==> src/hw/lfs_pkg.sv <==
// Package for the link-layer frame segmenter: header layouts, codes, sizes.
// Assumes one 40 MHz clock domain and an AXI4-Lite register master.
package lfs_pkg;
  // ----------------------------------------
  // Frame header layout
  // ----------------------------------------
  localparam logic [2:0] LFS_FT_PAD = 3'h0;
  localparam logic [2:0] LFS_FT_MGMT = 3'h1;
  localparam logic [2:0] LFS_FT_DATA = 3'h2;
  localparam logic [2:0] LFS_FT_NULL = 3'h3;
  localparam logic [2:0] LFS_PRIO_MGMT = 3'h7;
  localparam logic [7:0] LFS_SRC_XDOMAIN = 8'hfb;
  localparam logic [7:0] LFS_TGT_RESERVED_DA = 8'h00;
  localparam logic [47:0] LFS_RESERVED_DA = 48'h0119a7527696;
  localparam logic [3:0] LFS_HDR_LEN_SHORT = 4'h6;
  localparam logic [3:0] LFS_HDR_LEN_LONG = 4'ha;
  localparam logic [5:0] LFS_HOP_ZERO = 6'h00;
  localparam logic [5:0] LFS_HOP_ONE = 6'h01;
  // ----------------------------------------
  // Segment unit layout
  // ----------------------------------------
  localparam logic [2:0] LFS_SEGHDR_LEN = 3'h4;
  localparam logic [2:0] LFS_CRC_LEN = 3'h4;
  localparam logic [9:0] LFS_LFBO_NONE = 10'h3ff;
  localparam logic [10:0] LFS_FEC_DEFAULT = 11'h21c;
  localparam logic [31:0] LFS_CRC_POLY = 32'h8ddb6f41;
  localparam logic [31:0] LFS_CRC_INIT = 32'hffffffff;
  // ----------------------------------------
  // Register map (byte addresses)
  // ----------------------------------------
  localparam logic [7:0] LFS_REG_CTRL = 8'h00;
  localparam logic [7:0] LFS_REG_NODE = 8'h04;
  localparam logic [7:0] LFS_REG_FEC = 8'h08;
  localparam logic [7:0] LFS_REG_STAT = 8'h0c;
  localparam logic [7:0] LFS_REG_SSN = 8'h10;
  localparam logic [1:0] LFS_RESP_OKAY = 2'h0;
  localparam logic [1:0] LFS_RESP_SLVERR = 2'h2;
  localparam logic [15:0] LFS_SSN_START = 16'h0000;

  // Frame request descriptor from the client side
  typedef struct packed {
    logic is_mgmt;
    logic is_relay;
    logic ts_present;
    logic cipher_present;
    logic [2:0] user_prio;
    logic prio_assigned;
    logic [13:0] body_length;
    logic inter_domain;
    logic [7:0] relay_src;
    logic broadcast;
    logic multicast;
    logic [7:0] dest_id;
    logic [47:0] dest_mac;
    logic [5:0] hop_limit;
    logic [31:0] timestamp;
  } lfs_frame_req_t;

  // Byte on the MAC side
  typedef struct packed {
    logic [7:0] data;
    logic first;
    logic last;
  } lfs_mac_byte_t;

  typedef enum logic [1:0] {LFS_OKAY, LFS_RSVD, LFS_SLVERR, LFS_DECERR} lfs_unused_t;
endpackage : lfs_pkg

==> src/hw/lfs_segmenter.sv <==
// Frame header builder and segmenter with CRC trailer.
// Assumes client bytes and MAC byte sink on aclk; AXI4-Lite master for setup.
`timescale 1ns/1ps
module lfs_segmenter (
  input wire logic aclk,
  input wire logic aresetn,
  // AXI4-Lite slave
  input wire logic [7:0] s_axi_awaddr,
  input wire logic s_axi_awvalid,
  output logic s_axi_awready,
  input wire logic [31:0] s_axi_wdata,
  input wire logic [3:0] s_axi_wstrb,
  input wire logic s_axi_wvalid,
  output logic s_axi_wready,
  output logic [1:0] s_axi_bresp,
  output logic s_axi_bvalid,
  input wire logic s_axi_bready,
  input wire logic [7:0] s_axi_araddr,
  input wire logic s_axi_arvalid,
  output logic s_axi_arready,
  output logic [31:0] s_axi_rdata,
  output logic [1:0] s_axi_rresp,
  output logic s_axi_rvalid,
  input wire logic s_axi_rready,
  // Frame request and body bytes
  input wire lfs_pkg::lfs_frame_req_t frm_req,
  input wire logic frm_valid,
  output logic frm_ready,
  input wire logic [7:0] body_data,
  input wire logic body_valid,
  output logic body_ready,
  input wire logic blk_end,
  // MAC byte stream
  output lfs_pkg::lfs_mac_byte_t mac_byte,
  output logic mac_valid,
  input wire logic mac_ready
);
  import lfs_pkg::*;

  typedef enum {ST_IDLE, ST_SHDR, ST_HDR, ST_BODY, ST_PAD, ST_CRC} lfs_state_t;

  // ----------------------------------------
  // Register file
  // ----------------------------------------
  logic enable_q, mgmt_block_q, mix_ok_q;
  logic [7:0] node_id_q, all_nodes_q;
  logic [10:0] fec_q;
  logic [15:0] ssn_q;
  logic [15:0] drop_cnt_q;
  logic aw_got_q, w_got_q;
  logic [7:0] awaddr_q;
  logic [31:0] wdata_q;
  logic busy;
  logic drop_pulse;

  // Address and data may arrive in either order; hold until both present
  always_ff @(posedge aclk) begin
    if (!aresetn) begin
      aw_got_q <= 1'b0;
      w_got_q <= 1'b0;
      awaddr_q <= 8'h00;
      wdata_q <= 32'h0;
      s_axi_bvalid <= 1'b0;
      s_axi_bresp <= LFS_RESP_OKAY;
    end else begin
      if (s_axi_awvalid && s_axi_awready) begin
        aw_got_q <= 1'b1;
        awaddr_q <= s_axi_awaddr;
      end
      if (s_axi_wvalid && s_axi_wready) begin
        w_got_q <= 1'b1;
        wdata_q <= s_axi_wdata;
      end
      if (aw_got_q && w_got_q && !s_axi_bvalid) begin
        aw_got_q <= 1'b0;
        w_got_q <= 1'b0;
        s_axi_bvalid <= 1'b1;
        s_axi_bresp <= (awaddr_q[7:2] <= LFS_REG_SSN[7:2]) ? LFS_RESP_OKAY : LFS_RESP_SLVERR;
      end else if (s_axi_bvalid && s_axi_bready) begin
        s_axi_bvalid <= 1'b0;
      end
    end
  end

  // Ready outputs registered so each channel is taken once per write
  always_ff @(posedge aclk) begin
    if (!aresetn) begin
      s_axi_awready <= 1'b0;
      s_axi_wready <= 1'b0;
    end else begin
      s_axi_awready <= !aw_got_q && !(s_axi_awvalid && s_axi_awready) && !s_axi_bvalid;
      s_axi_wready <= !w_got_q && !(s_axi_wvalid && s_axi_wready) && !s_axi_bvalid;
    end
  end

  // Register writes; segment size locked while a block is in flight
  always_ff @(posedge aclk) begin
    if (!aresetn) begin
      enable_q <= 1'b0;
      mgmt_block_q <= 1'b0;
      mix_ok_q <= 1'b0;
      node_id_q <= 8'h00;
      all_nodes_q <= 8'hff;
      fec_q <= LFS_FEC_DEFAULT;
    end else if (aw_got_q && w_got_q && !s_axi_bvalid) begin
      if (awaddr_q == LFS_REG_CTRL && s_axi_wstrb[0]) begin
        enable_q <= wdata_q[0];
        mgmt_block_q <= wdata_q[1];
        mix_ok_q <= wdata_q[2];
      end
      if (awaddr_q == LFS_REG_NODE && s_axi_wstrb[0]) node_id_q <= wdata_q[7:0];
      if (awaddr_q == LFS_REG_NODE && s_axi_wstrb[1]) all_nodes_q <= wdata_q[15:8];
      if (awaddr_q == LFS_REG_FEC && !busy) fec_q <= wdata_q[10:0];
    end
  end

  // Read channel
  always_ff @(posedge aclk) begin
    if (!aresetn) begin
      s_axi_arready <= 1'b0;
      s_axi_rvalid <= 1'b0;
      s_axi_rdata <= 32'h0;
      s_axi_rresp <= LFS_RESP_OKAY;
    end else begin
      s_axi_arready <= !s_axi_rvalid && !(s_axi_arvalid && s_axi_arready);
      if (s_axi_arvalid && s_axi_arready) begin
        s_axi_rvalid <= 1'b1;
        s_axi_rresp <= LFS_RESP_OKAY;
        case (s_axi_araddr)
          LFS_REG_CTRL: s_axi_rdata <= {29'h0, mix_ok_q, mgmt_block_q, enable_q};
          LFS_REG_NODE: s_axi_rdata <= {16'h0, all_nodes_q, node_id_q};
          LFS_REG_FEC: s_axi_rdata <= {21'h0, fec_q};
          LFS_REG_STAT: s_axi_rdata <= {drop_cnt_q, 15'h0, busy};
          LFS_REG_SSN: s_axi_rdata <= {16'h0, ssn_q};
          default: begin
            s_axi_rdata <= 32'h0;
            s_axi_rresp <= LFS_RESP_SLVERR;
          end
        endcase
      end else if (s_axi_rvalid && s_axi_rready) begin
        s_axi_rvalid <= 1'b0;
      end
    end
  end

  // ----------------------------------------
  // Header builder
  // ----------------------------------------
  logic [79:0] hdr_c;
  logic [3:0] hdr_len_c;
  logic [7:0] tgt_c, src_c;
  logic [2:0] prio_c;
  logic [5:0] hop_c;
  logic drop_c, mix_bad_c;

  always_comb begin
    // Priority: management fixed, data from classifier or zero
    prio_c = frm_req.is_mgmt ? LFS_PRIO_MGMT :
             (frm_req.prio_assigned ? frm_req.user_prio : 3'h0);
    // Source id kept by relays, else own or cross-domain marker
    src_c = frm_req.is_relay ? frm_req.relay_src :
            (frm_req.inter_domain ? LFS_SRC_XDOMAIN : node_id_q);
    // Target selection by delivery kind
    if (frm_req.is_relay) tgt_c = frm_req.dest_id;
    else if (frm_req.dest_mac == LFS_RESERVED_DA) tgt_c = LFS_TGT_RESERVED_DA;
    else if (frm_req.broadcast) tgt_c = all_nodes_q;
    else tgt_c = frm_req.dest_id;
    hop_c = (frm_req.is_relay) ? frm_req.hop_limit - LFS_HOP_ONE : frm_req.hop_limit;
    drop_c = frm_req.is_relay && frm_req.hop_limit == LFS_HOP_ZERO;
    // Mixing refused unless control bit 2 (mix_ok_q) is set
    mix_bad_c = !mix_ok_q && (frm_req.is_mgmt != mgmt_block_q);
    hdr_len_c = frm_req.ts_present ? LFS_HDR_LEN_LONG : LFS_HDR_LEN_SHORT;
    // Octet 0 in bits 7:0, reserved bits zero
    hdr_c = {frm_req.timestamp[31:24], frm_req.timestamp[23:16], frm_req.timestamp[15:8],
             frm_req.timestamp[7:0],
             hop_c, 1'b0, frm_req.broadcast && !frm_req.multicast, tgt_c, src_c,
             1'b0, frm_req.multicast, frm_req.body_length,
             prio_c, frm_req.cipher_present, frm_req.ts_present,
             frm_req.is_mgmt ? LFS_FT_MGMT : LFS_FT_DATA};
  end

  // ----------------------------------------
  // Segmenter state machine
  // ----------------------------------------
  lfs_state_t st_q;
  logic [79:0] hdr_q;
  logic [3:0] hdr_len_q, hdr_idx_q;
  logic [13:0] body_left_q;
  logic [10:0] seg_pos_q, seg_size_q;
  logic [1:0] idx4_q;
  logic [31:0] shdr_q, crc_q;
  logic frame_open_q, blk_end_q, lfbo_set_q;
  logic [9:0] lfbo_q;
  logic take, fire, seg_full;
  logic [7:0] out_c;
  logic [31:0] crc_next;
  logic [13:0] rem_c;
  logic [9:0] lfbo_c;

  assign busy = st_q != ST_IDLE;
  // A byte is committed when the output register is empty or being emptied
  assign fire = st_q != ST_IDLE && (st_q != ST_BODY || body_valid) && (!mac_valid || mac_ready);
  assign seg_full = seg_pos_q == seg_size_q - 11'h1;
  assign take = frm_valid && frm_ready;

  // Frame bytes still owed; a boundary exists only if they end inside the next segment
  assign rem_c = body_left_q + {10'h0, hdr_len_q - hdr_idx_q};
  assign lfbo_c = (rem_c < {3'h0, seg_size_q}) ? rem_c[9:0] : LFS_LFBO_NONE;

  // Bitwise CRC update, bytes fed LSB first
  always_comb begin
    crc_next = crc_q;
    for (int i = 0; i < 8; i++) begin
      crc_next = (crc_next[31] ^ out_c[i]) ? {crc_next[30:0], 1'b0} ^ LFS_CRC_POLY
                                           : {crc_next[30:0], 1'b0};
    end
  end

  // Next output byte by state
  always_comb begin
    case (st_q)
      ST_SHDR: out_c = shdr_q[8*idx4_q +: 8];
      ST_HDR: out_c = hdr_q[8*hdr_idx_q +: 8];
      ST_BODY: out_c = body_data;
      ST_PAD: out_c = 8'h00;
      ST_CRC: out_c = ~crc_q[31 - 8*idx4_q -: 8];
      default: out_c = 8'h00;
    endcase
  end

  // Segment sequencing: header, payload bytes, CRC trailer
  always_ff @(posedge aclk) begin
    if (!aresetn) begin
      st_q <= ST_IDLE;
      hdr_q <= 80'h0;
      hdr_len_q <= 4'h0;
      hdr_idx_q <= 4'h0;
      body_left_q <= 14'h0;
      seg_pos_q <= 11'h0;
      seg_size_q <= 11'h0;
      idx4_q <= 2'h0;
      shdr_q <= 32'h0;
      crc_q <= LFS_CRC_INIT;
      frame_open_q <= 1'b0;
      blk_end_q <= 1'b0;
      ssn_q <= LFS_SSN_START;
      drop_cnt_q <= 16'h0;
    end else begin
      case (st_q)
        ST_IDLE: begin
          if (take && !(drop_c || mix_bad_c)) begin
            seg_size_q <= fec_q - {8'h0, LFS_SEGHDR_LEN} - {8'h0, LFS_CRC_LEN};
            hdr_q <= hdr_c;
            hdr_len_q <= hdr_len_c;
            hdr_idx_q <= 4'h0;
            body_left_q <= frm_req.body_length;
            frame_open_q <= 1'b1;
            blk_end_q <= 1'b0;
            shdr_q <= {3'h0, 1'b1, mgmt_block_q && !mix_ok_q, 1'b1, 10'h0, ssn_q};
            idx4_q <= 2'h0;
            crc_q <= LFS_CRC_INIT;
            st_q <= ST_SHDR;
          end else if (take) begin
            drop_cnt_q <= drop_cnt_q + 16'h1;
          end
        end
        ST_SHDR: if (fire) begin
          crc_q <= crc_next;
          idx4_q <= idx4_q + 2'h1;
          if (idx4_q == 2'h3) begin
            seg_pos_q <= 11'h0;
            st_q <= frame_open_q ? (hdr_idx_q < hdr_len_q ? ST_HDR : ST_BODY) : ST_PAD;
          end
        end
        ST_HDR, ST_BODY, ST_PAD: if (fire) begin
          crc_q <= crc_next;
          seg_pos_q <= seg_pos_q + 11'h1;
          if (st_q == ST_HDR) begin
            hdr_idx_q <= hdr_idx_q + 4'h1;
            if (hdr_idx_q == hdr_len_q - 4'h1) st_q <= ST_BODY;
          end else if (st_q == ST_BODY) begin
            body_left_q <= body_left_q - 14'h1;
            if (body_left_q == 14'h1) frame_open_q <= 1'b0;
          end
          if (seg_full) begin
            idx4_q <= 2'h0;
            st_q <= ST_CRC;
          end else if (st_q == ST_BODY && body_left_q == 14'h1) begin
            st_q <= ST_PAD;
          end
        end
        ST_CRC: if (fire) begin
          idx4_q <= idx4_q + 2'h1;
          if (idx4_q == 2'h3) begin
            ssn_q <= ssn_q + 16'h1;
            crc_q <= LFS_CRC_INIT;
            if (frame_open_q) begin
              // Trailing segment: valid, not oldest, boundary where the frame ends
              shdr_q <= {3'h0, 1'b0, mgmt_block_q && !mix_ok_q, 1'b1, lfbo_c,
                         ssn_q + 16'h1};
              st_q <= ST_SHDR;
            end else begin
              st_q <= ST_IDLE;
            end
          end
        end
        default: st_q <= ST_IDLE;
      endcase
    end
  end

  // Frame accept only when idle and enabled; one frame per pass keeps order
  always_ff @(posedge aclk) begin
    if (!aresetn) frm_ready <= 1'b0;
    else frm_ready <= enable_q && st_q == ST_IDLE && !frm_ready;
  end

  // Body bytes pass straight through in arrival order
  always_comb begin
    body_ready = st_q == ST_BODY && fire;
  end

  // MAC output register
  always_ff @(posedge aclk) begin
    if (!aresetn) begin
      mac_byte <= '0;
      mac_valid <= 1'b0;
    end else begin
      // Load only on commit so a stalled byte is never shown twice
      if (fire) begin
        mac_valid <= 1'b1;
        mac_byte <= '{data: out_c, first: st_q == ST_SHDR && idx4_q == 2'h0,
                      last: st_q == ST_CRC && idx4_q == 2'h3};
      end else if (mac_ready) begin
        mac_valid <= 1'b0;
      end
    end
  end

  // ----------------------------------------
  // Assertions
  // ----------------------------------------
  mac_hold_a: assert property (@(posedge aclk) disable iff (!aresetn)
    mac_valid && !mac_ready |=> mac_valid && $stable(mac_byte))
    else $error("MAC byte changed while stalled");
  bresp_hold_a: assert property (@(posedge aclk) disable iff (!aresetn)
    s_axi_bvalid && !s_axi_bready |=> s_axi_bvalid && $stable(s_axi_bresp))
    else $error("write response dropped before taken");
  rdata_hold_a: assert property (@(posedge aclk) disable iff (!aresetn)
    s_axi_rvalid && !s_axi_rready |=> s_axi_rvalid && $stable(s_axi_rdata))
    else $error("read data dropped before taken");
  mgmt_prio_a: assert property (@(posedge aclk) disable iff (!aresetn)
    take && frm_req.is_mgmt |-> hdr_c[7:5] == LFS_PRIO_MGMT)
    else $error("management frame priority not seven");
  seg_bound_a: assert property (@(posedge aclk) disable iff (!aresetn)
    (st_q == ST_HDR || st_q == ST_BODY || st_q == ST_PAD) |-> seg_pos_q < seg_size_q)
    else $error("segment position beyond segment size");
  fec_lock_a: assert property (@(posedge aclk) disable iff (!aresetn)
    busy |=> $stable(fec_q))
    else $error("segment size changed during a block");
  hop_drop_a: assert property (@(posedge aclk) disable iff (!aresetn)
    take && drop_c |=> st_q == ST_IDLE)
    else $error("frame with no hops left was relayed");
endmodule : lfs_segmenter

==> config.mk <==
export PLATFORM = sky130hd
export DESIGN_NAME = lfs_segmenter
export DESIGN_NICKNAME = d
export VERILOG_FILES = /design/src/hw/lfs_pkg.sv /design/src/hw/lfs_segmenter.sv
export SDC_FILE = /design/constraint.sdc
export NUM_CORES = 1
export LEC_CHECK = 0
export ABC_AREA = 1
export BUFFER_PORTS_ARGS = -buffer_cell sky130_fd_sc_hd__buf_2
export CAP_MARGIN = 10
export CORE_MARGIN = 8
export CORE_UTILIZATION = 55
export CTS_BUF_LIST = sky130_fd_sc_hd__clkbuf_2
export DETAILED_ROUTE_END_ITERATION = 8
export PLACE_DENSITY = 0.75
export SETUP_SLACK_MARGIN = 0.02
export SYNTH_ARGS = -nofsm -noshare
export SYNTH_HDL_FRONTEND = slang
export SYNTH_SLANG_ARGS = --single-unit
==> constraint.sdc <==
create_clock -name aclk -period 9.7 [get_ports aclk]
set_clock_uncertainty 0.15 [all_clocks]
set_input_delay 1.94 -clock aclk [delete_from_list [all_inputs] [get_ports aclk]]
set_output_delay 1.94 -clock aclk [all_outputs]
set_load 0.01 [all_outputs]
==> impl_summary.txt, run 1 <==
----------------------------------------------------
[Yosys]
  Number of cells produced by synthesis ... 2,447
  Fraction of the mapped netlist area in compound gates ... 20.5%
  Post-synthesis adder-cell area fraction ... 2.50%
  FF+latch count, synth ... 325
  Post-synthesis mux area share ... 0.0584%
  Top cell type's share of synthesized area ... 38.0%
  Cell types occupying the most area after synthesis ... sky130_fd_sc_hd__dfxtp_1, sky130_fd_sc_hd__nand2_1, sky130_fd_sc_hd__o21ai_0, sky130_fd_sc_hd__a21oi_1, sky130_fd_sc_hd__inv_1
  Portion of the post-synthesis area used by sequential elements ... 38.0%
  Post-synthesis async set-or-reset flop share ... 0%
  Share of the synthesized netlist area taken by xor and xnor gates ... 5.47%
  Mapped cell area ... 17,100 um2
  Main combinational cell family by area after synthesis ... simple AND/OR/NAND/NOR gates
  Mean cell area of the mapped netlist ... 7.00 um2
  Fraction of the mapped netlist area in simple logic gates ... 24.0%
  Count of yosys warnings during synthesis ... 0
  Main synth FF type ... sky130_fd_sc_hd__dfxtp_1
  Library cell occupying the most area in the post-synthesis netlist ... sky130_fd_sc_hd__dfxtp_1
  Netlist cell types ... 60
  Number of synthesized flops with an enable pin ... 0

[Die]
  Die area ... 37,000 um2
  Die height ... 192 um
  Cell row count ... 64
  I/O pin cnt ... 252
  Core region area ... 30,700 um2
  Starting density of the core ... 55.8%
  Horizontal die dimension ... 192 um

[Critical path]
  CP peak stage delay ... 0.59 ns
  Setup Crit Path Kind ... register to output pin
  Sequence of cells on the critical path ... inv_2 -> nand2_1 -> nor2_1 -> buf_4 -> inv_2 -> o21ai_0 -> a21oi_2 -> nand2_1 -> inv_1 -> buf_2
  Endpoint arrival time on the critical path ... 3.22 ns
  Crit path capture type ... output pin
  Startpoint type of the worst setup path ... register
  Setup slack, reg-to-reg ... 4.40 ns
  Slowest cell on the critical path ... sky130_fd_sc_hd__a21oi_2
  Critical-path maximum fanout ... 16
  Required time at the endpoint of the critical path ... 7.61 ns

[Min path]
  Type of the most critical hold path ... register to register

[STA]
  Count of final max-slew check failures ... 0
  Setup TNS Final ... 0 ns
  Transition at the pin with the smallest max-transition slack ... 1.10 ns
  Final worst-path cycle share ... 54.7%
  Setup WS post-layout ... 4.39 ns
  Shortest clock period the worst path allows after layout ... 5.31 ns
  Achievable Freq ... 0.188 GHz
  Final hold viol count ... 0
  Unrepaired setup endpoints after global routing ... no
  Number of endpoints failing setup at the final stage ... 0
  Headroom to the max-slew limit ... 26.9%

[Clock network]
  Number of buffers on the longest clock path ... 3
  Clock transition at the registers of the reported paths ... 0.10 ns
  Post-cts hold buffer count ... 0
  Number of levels in the clock H-tree ... 3
  Clock tree from TritonCTS ... built
  Num Clock Sinks ... 325
  Number of buffers added by the clock tree synthesis step ... 87
  Post-CTS setup buffers ... 0
  Later-pin clock latency in the skew report ... 0.94 ns
  Number of resized instances in the post-cts repair step ... 0
  Cell at the root of the clock tree ... sky130_fd_sc_hd__clkbuf_2

[Placement]
  Number of I/O port buffers ... 230
  Final weighted congestion of routability-driven global placement ... 0.938
  Placement-stage cell area ... 18,400 um2
  DP Wirelength ... 37.1 mm
  Minimum setup slack after placement ... 3.87 ns

[Power and ir drop]
  Proportion of total power due to net switching ... 41.2%
  Logic pwr share ... 36.9%
  Maximum vdd ir drop ... 99.7 uV
  Share of power burned in the clock network ... 24.4%
  Cell Pwr Density ... 206 nW/um2
  Total power ... 0.00394 W
  Internal ... 0.00231 W
  Leakage power total ... 8.61 nW
  Share of power burned in registers ... 38.7%
  Power dissipated by switching net loads ... 0.00162 W

[GRT]
  Pin count of the biggest net entering global routing ... 104
  Wire length of the first global-routing pass ... 83.7 mm
  Sum of overflow across all layers after global routing ... 0
  Via count of the first global-routing pass ... 16,700
  Total routing resource utilization after global routing ... 27.6%
  Antenna violations before repair ... 2

[Run]
  Number of maximum-capacitance constraint violations ... 0

[Detailed routing]
  First-pass DRT Iterations ... 5
  DRC violation count after routing ... 0
  Post-route ant nets ... 0
  Number of vias per cell ... 5.62
  Via total after detailed routing ... 17,500
  Avg WL per Cell ... 16.7 um
  Iteration-0 DRC Markers ... 1,608
  Total detailed-routing wirelength ... 52.1 mm

[Cells and area]
  Fraction of layout instances using a drive strength above 1 ... 16.3%
  Fill cell instance count of the final layout ... 2,978
  Syn-to-layout area delta ... 11.8%
  Area of all placed cells without fillers ... 19,200 um2
  Net count reported at finish ... 2,887
  Post-route core utilization ... 62.4%

[Status]
  Result of the run ... completed

----------------------------------------------------
area by class of cell:
type,count,area (um2),area share [%]
multi-input combinational,1704,9020,47.1
inverter,296,1110,5.81
clock inverter,22,120,0.627
antenna,1,2.50,0.0131
clock buffer,129,646,3.37
timing repair buffer,242,1250,6.51
tap,396,495,2.59
sequential,325,6510,34.0
through the flow:
step | cells | hold slack, ns
3_3_place_gp | 2963 | 0.272
3_5_place_dp | 2963 | 0.288
2_1_floorplan | 2448 | 0.271
6_report | 3115 | 0.291
5_1_grt | 3115 | 0.320
4_1_cts | 3114 | 0.290
kinds of logic after synthesis:
group	after synthesis
DFF	325
xor gates and xnor gates	104
adders and majority gates	33
buffers and inverters	419
muxes	1
AOI/OAI and AO/OA	634
other	1
and+or+nand+nor	930
sequential cells by signal, indices dropped and copies added (netlist names), 2 cells and up:
register and count:
s_axi_rdata 32, awaddr_q 8, body_left_q 14, mac_byte 10, crc_q 32, hdr_len_q 2
st_q 3, seg_size_q 11, drop_cnt_q 16, hdr_q 77, seg_pos_q 11, shdr_q 29
idx4_q 2, node_id_q 8, hdr_idx_q 4, all_nodes_q 8, fec_q 11, wdata_q 16
ssn_q 16
metal layers:
metal	part of all wire (%)	GRT usage, %	routed length, um	vias to the layer above
li1	-	-	-	8595
met1	42	35.4	22000	8073
met2	45	44.0	23600	695
met3	8.4	6.09	4370	139
met4	3.9	12.3	2020	2
met5	0.015	0	8	-
final timing paths:
check        cells after the start                 startpoint                        to
max                             10       st_q[1]$_SDFFE_PN0P_                body_ready
min                              1  s_axi_rvalid$_SDFFE_PN0P_  s_axi_arready$_SDFF_PN0_
max reg2reg                     22  hdr_idx_q[2]$_SDFFE_PN0P_   shdr_q[21]$_SDFFE_PN0P_
min reg2reg                      1  s_axi_rvalid$_SDFFE_PN0P_  s_axi_arready$_SDFF_PN0_
cell usage in the layout (no fill, tap or decap), drive strengths merged, types with 13 or more instances in the layout:
cell	n
nand2	470
dfxtp	325
inv	297
o21ai	270
buf	242
a21oi	215
nor2	186
nand3	161
clkbuf	129
xor2	82
o211ai	41
nor3	37
ha	31
a211oi	30
a31oi	28
o22ai	23
xnor2	22
nand4	22
clkinv	19
nor4	16
nor3b	13
critical path, delay by kind of cell, from the launching register on:
kind / cells / cell delay (ns)
and+or+nand+nor: 3 / 0.44
buffers and inverters: 5 / 0.63
DFF: 1 / 0.47
AOI/OAI and AO/OA: 2 / 0.76
power by group through the flow:
stage | clock, W | sequential [W] | combinational, W
final | 0.000961 | 0.00152 | 0.00145
after global routing | 0.00105 | 0.00154 | 0.00160
after CTS | 0.000979 | 0.00152 | 0.00143
after detailed placement | 0 | 0.00155 | 0.00142
after global placement | 0 | 0.00155 | 0.00138
after floorplan | 0 | 0.00153 | 0.00106
cell usage after synthesis, types with 6 or more instances:
master / number
sky130_fd_sc_hd__a211oi_1: 30
sky130_fd_sc_hd__a21oi_1: 214
sky130_fd_sc_hd__a31oi_1: 28
sky130_fd_sc_hd__buf_1: 6
sky130_fd_sc_hd__buf_2: 26
sky130_fd_sc_hd__clkbuf_1: 88
sky130_fd_sc_hd__dfxtp_1: 325
sky130_fd_sc_hd__ha_1: 31
sky130_fd_sc_hd__inv_1: 282
sky130_fd_sc_hd__inv_2: 14
sky130_fd_sc_hd__nand2_1: 450
sky130_fd_sc_hd__nand2_2: 16
sky130_fd_sc_hd__nand3_1: 158
sky130_fd_sc_hd__nand3b_1: 7
sky130_fd_sc_hd__nand4_1: 22
sky130_fd_sc_hd__nor2_1: 183
sky130_fd_sc_hd__nor3_1: 33
sky130_fd_sc_hd__nor3b_1: 13
sky130_fd_sc_hd__nor4_1: 15
sky130_fd_sc_hd__o211ai_1: 41
sky130_fd_sc_hd__o21ai_0: 259
sky130_fd_sc_hd__o21ai_1: 11
sky130_fd_sc_hd__o21bai_1: 9
sky130_fd_sc_hd__o22ai_1: 23
sky130_fd_sc_hd__or2_2: 11
sky130_fd_sc_hd__xnor2_1: 22
sky130_fd_sc_hd__xor2_1: 80
No activity file was read; power rests on OpenSTA's default activity.
==> run 2, diff against run 1 <==
- CORE_UTILIZATION: 55 -> 54
- PLACE_DENSITY: 0.75 -> 0.77
- clock period: 9.7 -> 4.7 ns (I/O delays scaled with it)
==> run 2 against run 1 <==
Final cell count up 0.26%. Core utilization down 1.3 points. Worst setup slack worse by 4.0 ns. Clock power up 97%. Critical path depth up 13. Flip-flop and latch count unchanged. Count of clock-buffer cells in the layout down 9. Register-to-register slack worse by 4.0 ns. Via count down 0.71%. Total power up 100%. Non-clock buffer count up 13. Critical endpoint is now shdr_q[24]$_SDFFE_PN0P_. Largest power group unchanged.
==> impl_summary.txt, run 2 (synthesis results as in run 1) <==
----------------------------------------------------
[Clock network]
  Number of levels in the clock H-tree ... 3
  Later-pin clock latency in the skew report ... 0.97 ns
  Clock tree from TritonCTS ... built
  Post-cts hold buffer count ... 0
  Number of resized instances in the post-cts repair step ... 0
  Num Clock Sinks ... 325
  Number of buffers added by the clock tree synthesis step ... 86
  Cell at the root of the clock tree ... sky130_fd_sc_hd__clkbuf_2
  Clock transition at the registers of the reported paths ... 0.10 ns
  Number of buffers on the longest clock path ... 3
  Post-CTS setup buffers ... 0

[Cells and area]
  Biggest register ... hdr_q
  Most common library cell in the layout ignoring fill and taps ... sky130_fd_sc_hd__nand2_1
  Largest registers ... hdr_q (77), crc_q (32), s_axi_rdata (32)
  Net count reported at finish ... 2,899
  Syn-to-layout area delta ... 12.1%
  Flip-flop count of the largest register after layout ... 77
  Fraction of layout instances using a drive strength above 1 ... 16.3%
  Fill cell instance count of the final layout ... 2,975
  Post-route core utilization ... 61.2%
  Final cell count without fillers ... 3,123
  Commonest cells after routing, fill and taps aside ... sky130_fd_sc_hd__nand2_1, sky130_fd_sc_hd__dfxtp_1, sky130_fd_sc_hd__inv_1

[STA]
  Transition at the pin with the smallest max-transition slack ... 0.955 ns
  Final hold viol count ... 0
  Final worst-path cycle share ... 91.5%
  Setup WS post-layout ... 0.399 ns
  Achievable Freq ... 0.232 GHz
  Shortest clock period the worst path allows after layout ... 4.30 ns
  Setup TNS Final ... 0 ns
  Unrepaired setup endpoints after global routing ... no
  Headroom to the max-slew limit ... 36.2%
  Count of final max-slew check failures ... 0
  Number of endpoints failing setup at the final stage ... 0

[GRT]
  Via count of the first global-routing pass ... 16,700
  Sum of overflow across all layers after global routing ... 0
  Wire length of the first global-routing pass ... 83.9 mm
  Total routing resource utilization after global routing ... 26.8%
  Pin count of the biggest net entering global routing ... 215
  Antenna violations before repair ... 3

[Critical path]
  CP most frequent cell ... sky130_fd_sc_hd__nand2_1
  Sequence of cells on the critical path ... inv_1 -> ha_1 -> a21oi_1 -> nand2_1 -> xor2_1 -> ha_1 -> nand2_1 -> a21oi_1 -> nand2_1 -> nor2_1 -> nand2_1 -> nor2_1 -> inv_1 -> nand2_1 -> inv_1 -> ha_1 -> a21oi_1 -> o221ai_1 -> a21oi_1 -> buf_4 -> nand2_1 -> nand2_1 -> a21oi_1
  Slowest cell on the critical path ... sky130_fd_sc_hd__ha_1
  Largest delay contributor family on the critical path ... adder cells
  Buf/Inv on CP ... 4
  Startpoint type of the worst setup path ... register
  Setup Crit Path Kind ... register to register
  Crit path capture type ... register
  Critical-path maximum fanout ... 11
  Endpoint arrival time on the critical path ... 4.93 ns
  CP peak stage delay ... 0.38 ns
  Required time at the endpoint of the critical path ... 5.33 ns

[Placement]
  Final weighted congestion of routability-driven global placement ... 0.947
  Number of I/O port buffers ... 230
  DP Wirelength ... 37.7 mm
  Minimum setup slack after placement ... 0.605 ns
  Number of placed cells counting well taps ... 2,982

[Run]
  Number of maximum-capacitance constraint violations ... 0

[Detailed routing]
  Avg WL per Cell ... 16.8 um
  Via total after detailed routing ... 17,400
  DRC violation count after routing ... 0
  Total detailed-routing wirelength ... 52.6 mm
  First-pass DRT Iterations ... 7
  Post-route ant nets ... 0
  Total met2 wirelength after detailed routing ... 23.4 mm
  Met3 layer wire length in the routed design ... 4.43 mm
  Number of vias per cell ... 5.57
  Top layer reached by signal wires ... met5
  DRT met1 WL ... 22.6 mm
  Iteration-0 DRC Markers ... 1,590

[Die]
  Starting density of the core ... 54.6%
  Die height ... 194 um
  Die area ... 37,700 um2
  Core region area ... 31,400 um2
  I/O pin cnt ... 252
  Horizontal die dimension ... 194 um
  Cell row count ... 65

[Status]
  Result of the run ... completed

[Power and ir drop]
  Maximum vdd ir drop ... 224 uV
  Cell Pwr Density ... 417 nW/um2
  Total power ... 0.00801 W
  Leakage power total ... 8.63 nW

[Min path]
  Type of the most critical hold path ... input port to register

----------------------------------------------------
==> run 2: changes by cell type in the layout (fill, tap and decap cells not counted), moves of 2 or more <==
cell	previous run	this run
sky130_fd_sc_hd__clkinv_2	3	1
sky130_fd_sc_hd__buf_12	0	2
sky130_fd_sc_hd__clkbuf_2	129	120
sky130_fd_sc_hd__buf_4	12	24
==> run 2: report_power, final <==
part	internal [W]	leakage, nW	switching [W]
registers	0.00299	2.63	0.000160
clock network	0.000727	0.549	0.00116
logic	0.00105	5.45	0.00191
==> run 2: worst min-delay path, cell delays in order <==
cell and delay [ns]:
sky130_fd_sc_hd__buf_2 0.07, sky130_fd_sc_hd__nor2_1 0.03, sky130_fd_sc_hd__nor2_1 0.09
==> run 2: through the flow <==
| stage | hold slack (ns) | area (um2) |
|---|---|---|
| floorplan | 0.271 | 17100 |
| global placement | 0.267 | 18500 |
| detailed placement | 0.279 | 18500 |
| CTS | 0.00752 | 19200 |
| global route | -0.00366 | 19200 |
| finish | 0.0719 | 19200 |
==> run 2: layout make-up <==
cell class	count	area (um2)	area share, %
Multi-Input combinational cell	1704	9010	46.9
Sequential cell	325	6510	33.9
Timing Repair Buffer	255	1370	7.11
Inverter	296	1110	5.79
Clock buffer	120	601	3.13
Tap cell	402	503	2.62
Clock inverter	19	97.6	0.508
Antenna cell	2	5.00	0.0261
==> run 2: per-layer routing <==
layer | up-vias | global-route usage, %
met5 | - | 0
met4 | 2 | 12.2
met3 | 146 | 6.39
met2 | 702 | 42.2
met1 | 7929 | 34.3
li1 | 8601 | -
==> run 2: worst paths after layout <==
check | to | slack [ns] | cells past startpoint | from
max | shdr_q[24]$_SDFFE_PN0P_ | 0.40 | 23 | hdr_idx_q[2]$_SDFFE_PN0P_
min | hdr_q[74]$_SDFFE_PN0P_ | 0.07 | 3 | frm_req[26]
max reg2reg | shdr_q[24]$_SDFFE_PN0P_ | 0.40 | 23 | hdr_idx_q[2]$_SDFFE_PN0P_
min reg2reg | s_axi_arready$_SDFF_PN0_ | 0.29 | 1 | s_axi_rvalid$_SDFFE_PN0P_
==> run 3, diff against run 2 <==
- RECOVER_POWER: default -> 50
==> run 3 against run 2 <==
The flow now finishes with violations (max-capacitance violations, max-slew violations). Critical endpoint unchanged. Total power fell by 0.13%. Sequential share of layout area rose by 0.19 points. Worst hold slack improved by 0.016 ns. Count of clock-buffer cells in the layout did not move. Worst setup slack got worse by 0.036 ns. Core utilization fell by 0.34 points. Highest routed layer unchanged. Largest power group unchanged. Global-route usage did not move. Non-clock buffer count did not move.
==> impl_summary.txt, run 3 (synthesis results as in run 1) <==
----------------------------------------------------
[Status]
  Result of the run ... complete, but fails checks
  Violations in the final reports ... max-capacitance violations, max-slew violations

[Clock network]
  Number of buffers added by the clock tree synthesis step ... 86
  Post-cts hold buffer count ... 0
  Clock tree from TritonCTS ... built
  Cell at the root of the clock tree ... sky130_fd_sc_hd__clkbuf_2
  Later-pin clock latency in the skew report ... 0.96 ns
  Num Clock Sinks ... 325
  Number of buffers on the longest clock path ... 3
  Number of resized instances in the post-cts repair step ... 0
  Clock transition at the registers of the reported paths ... 0.11 ns
  Post-CTS setup buffers ... 0
  Number of levels in the clock H-tree ... 3

[GRT]
  Total routing resource utilization after global routing ... 26.8%
  Wire length of the first global-routing pass ... 83.9 mm
  Sum of overflow across all layers after global routing ... 0
  Pin count of the biggest net entering global routing ... 215
  Antenna violations before repair ... 3
  Via count of the first global-routing pass ... 16,700

[Power and ir drop]
  Power dissipated by switching net loads ... 0.00323 W
  Cell Pwr Density ... 419 nW/um2
  Leakage power total ... 8.40 nW
  Proportion of total power due to net switching ... 40.4%
  Internal ... 0.00476 W
  Share of power burned in registers ... 39.4%
  Total power ... 0.00800 W
  Share of power burned in the clock network ... 23.5%
  Logic pwr share ... 37.1%
  Maximum vdd ir drop ... 222 uV

[STA]
  Achievable Freq ... 0.231 GHz
  Shortest clock period the worst path allows after layout ... 4.34 ns
  Number of endpoints failing setup at the final stage ... 0
  Final hold viol count ... 0
  Setup TNS Final ... 0 ns
  Transition at the pin with the smallest max-transition slack ... 1.51 ns
  Unrepaired setup endpoints after global routing ... no
  Final worst-path cycle share ... 92.3%
  Headroom to the max-slew limit ... -1.19%
  Count of final max-slew check failures ... 30

[Critical path]
  Critical-path maximum fanout ... 11
  Setup Crit Path Kind ... register to register
  Crit path capture type ... register
  Startpoint type of the worst setup path ... register
  Endpoint arrival time on the critical path ... 4.95 ns
  Required time at the endpoint of the critical path ... 5.31 ns

[Die]
  Die height ... 194 um
  Die area ... 37,700 um2
  I/O pin cnt ... 252
  Horizontal die dimension ... 194 um
  Starting density of the core ... 54.6%
  Core region area ... 31,400 um2
  Cell row count ... 65

[Cells and area]
  Largest registers ... hdr_q (77), crc_q (32), s_axi_rdata (32)
  Commonest cells after routing, fill and taps aside ... sky130_fd_sc_hd__nand2_1, sky130_fd_sc_hd__dfxtp_1, sky130_fd_sc_hd__inv_1
  Fill cell instance count of the final layout ... 3,013
  Most common library cell in the layout ignoring fill and taps ... sky130_fd_sc_hd__nand2_1
  Net count reported at finish ... 2,899
  Fraction of layout instances using a drive strength above 1 ... 14.0%
  Area occupied by registers ... 6510 um2
  Combined area of the multi-input logic cells ... 8990 um2
  Flip-flop count of the largest register after layout ... 77
  Biggest register ... hdr_q
  Syn-to-layout area delta ... 11.5%

[Detailed routing]
  Avg WL per Cell ... 16.8 um
  Number of vias per cell ... 5.59
  Iteration-0 DRC Markers ... 1,575
  Post-route ant nets ... 0
  DRC violation count after routing ... 0
  Via total after detailed routing ... 17,400
  First-pass DRT Iterations ... 6
  Total detailed-routing wirelength ... 52.5 mm

[Placement]
  Number of I/O port buffers ... 230
  Final weighted congestion of routability-driven global placement ... 0.947
  DP Wirelength ... 37.7 mm

[Run]
  Number of maximum-capacitance constraint violations ... 1

[Min path]
  Type of the most critical hold path ... input port to register

----------------------------------------------------
==> run 3: metrics by stage <==
step	area, um2	hold slack (ns)	util (%)	setup WS [ns]	cells
CTS	19200	0.00752	61.2	0.495	3121
detailed placement	18500	0.279	58.9	0.605	2982
floorplan	17100	0.271	-	0.840	2448
global route	19100	0.00294	60.8	0.0854	3123
finish	19100	0.0880	60.8	0.363	3123
global placement	18500	0.267	58.9	0.707	2982
==> run 3: layer usage <==
| layer | GRT usage [%] | share of wire [%] | vias to the layer above |
|---|---|---|---|
| li1 | - | - | 8606 |
| met1 | 34.3 | 43 | 7948 |
| met2 | 42.2 | 45 | 738 |
| met3 | 6.39 | 8.3 | 151 |
| met4 | 12.2 | 4.1 | 2 |
| met5 | 0 | 0.025 | - |
==> run 3: final cells by class <==
type	instances	area share, %
tap	402	2.63
antenna	2	0.0262
clock inverter	19	0.511
inverter	296	5.82
timing repair buffer	255	6.72
sequential	325	34.1
multi-input combinational	1704	47.1
clock buffer	120	3.14
==> run 3: worst max-delay path: stages, from the launching register on <==
cell                       delay (ns)
sky130_fd_sc_hd__dfxtp_1         0.33
sky130_fd_sc_hd__inv_1           0.30
sky130_fd_sc_hd__ha_1            0.38
sky130_fd_sc_hd__a21oi_1         0.16
sky130_fd_sc_hd__nand2_1         0.09
sky130_fd_sc_hd__xor2_1          0.15
sky130_fd_sc_hd__ha_1            0.34
sky130_fd_sc_hd__nand2_1         0.09
sky130_fd_sc_hd__a21oi_1         0.17
sky130_fd_sc_hd__nand2_1         0.11
sky130_fd_sc_hd__nor2_1          0.17
sky130_fd_sc_hd__nand2_1         0.10
sky130_fd_sc_hd__nor2_1          0.17
sky130_fd_sc_hd__inv_1           0.06
sky130_fd_sc_hd__nand2_1         0.10
sky130_fd_sc_hd__inv_1           0.05
sky130_fd_sc_hd__ha_1            0.30
sky130_fd_sc_hd__a21oi_1         0.16
sky130_fd_sc_hd__o221ai_1        0.16
sky130_fd_sc_hd__a21oi_1         0.19
sky130_fd_sc_hd__buf_4           0.19
sky130_fd_sc_hd__nand2_1         0.07
sky130_fd_sc_hd__nand2_1         0.07
sky130_fd_sc_hd__a21oi_1         0.06
==> run 3: worst paths after layout <==
kind	startpoint	to	slack (ns)	depth (start not counted)
worst max-delay path	hdr_idx_q[2]$_SDFFE_PN0P_	shdr_q[24]$_SDFFE_PN0P_	0.36	23
worst min-delay path	frm_req[26]	hdr_q[74]$_SDFFE_PN0P_	0.09	3
worst max register to register	hdr_idx_q[2]$_SDFFE_PN0P_	shdr_q[24]$_SDFFE_PN0P_	0.36	23
worst min register to register	s_axi_rvalid$_SDFFE_PN0P_	s_axi_arready$_SDFF_PN0_	0.30	1
==> run 3: power by group through the flow <==
stage	sequential [W]	clock, W	combinational (W)
2_1_floorplan	0.00317	0	0.00219
3_3_place_gp	0.00320	0	0.00281
3_5_place_dp	0.00321	0	0.00291
4_1_cts	0.00315	0.00192	0.00292
5_1_grt	0.00318	0.00207	0.00333
6_report	0.00315	0.00188	0.00296
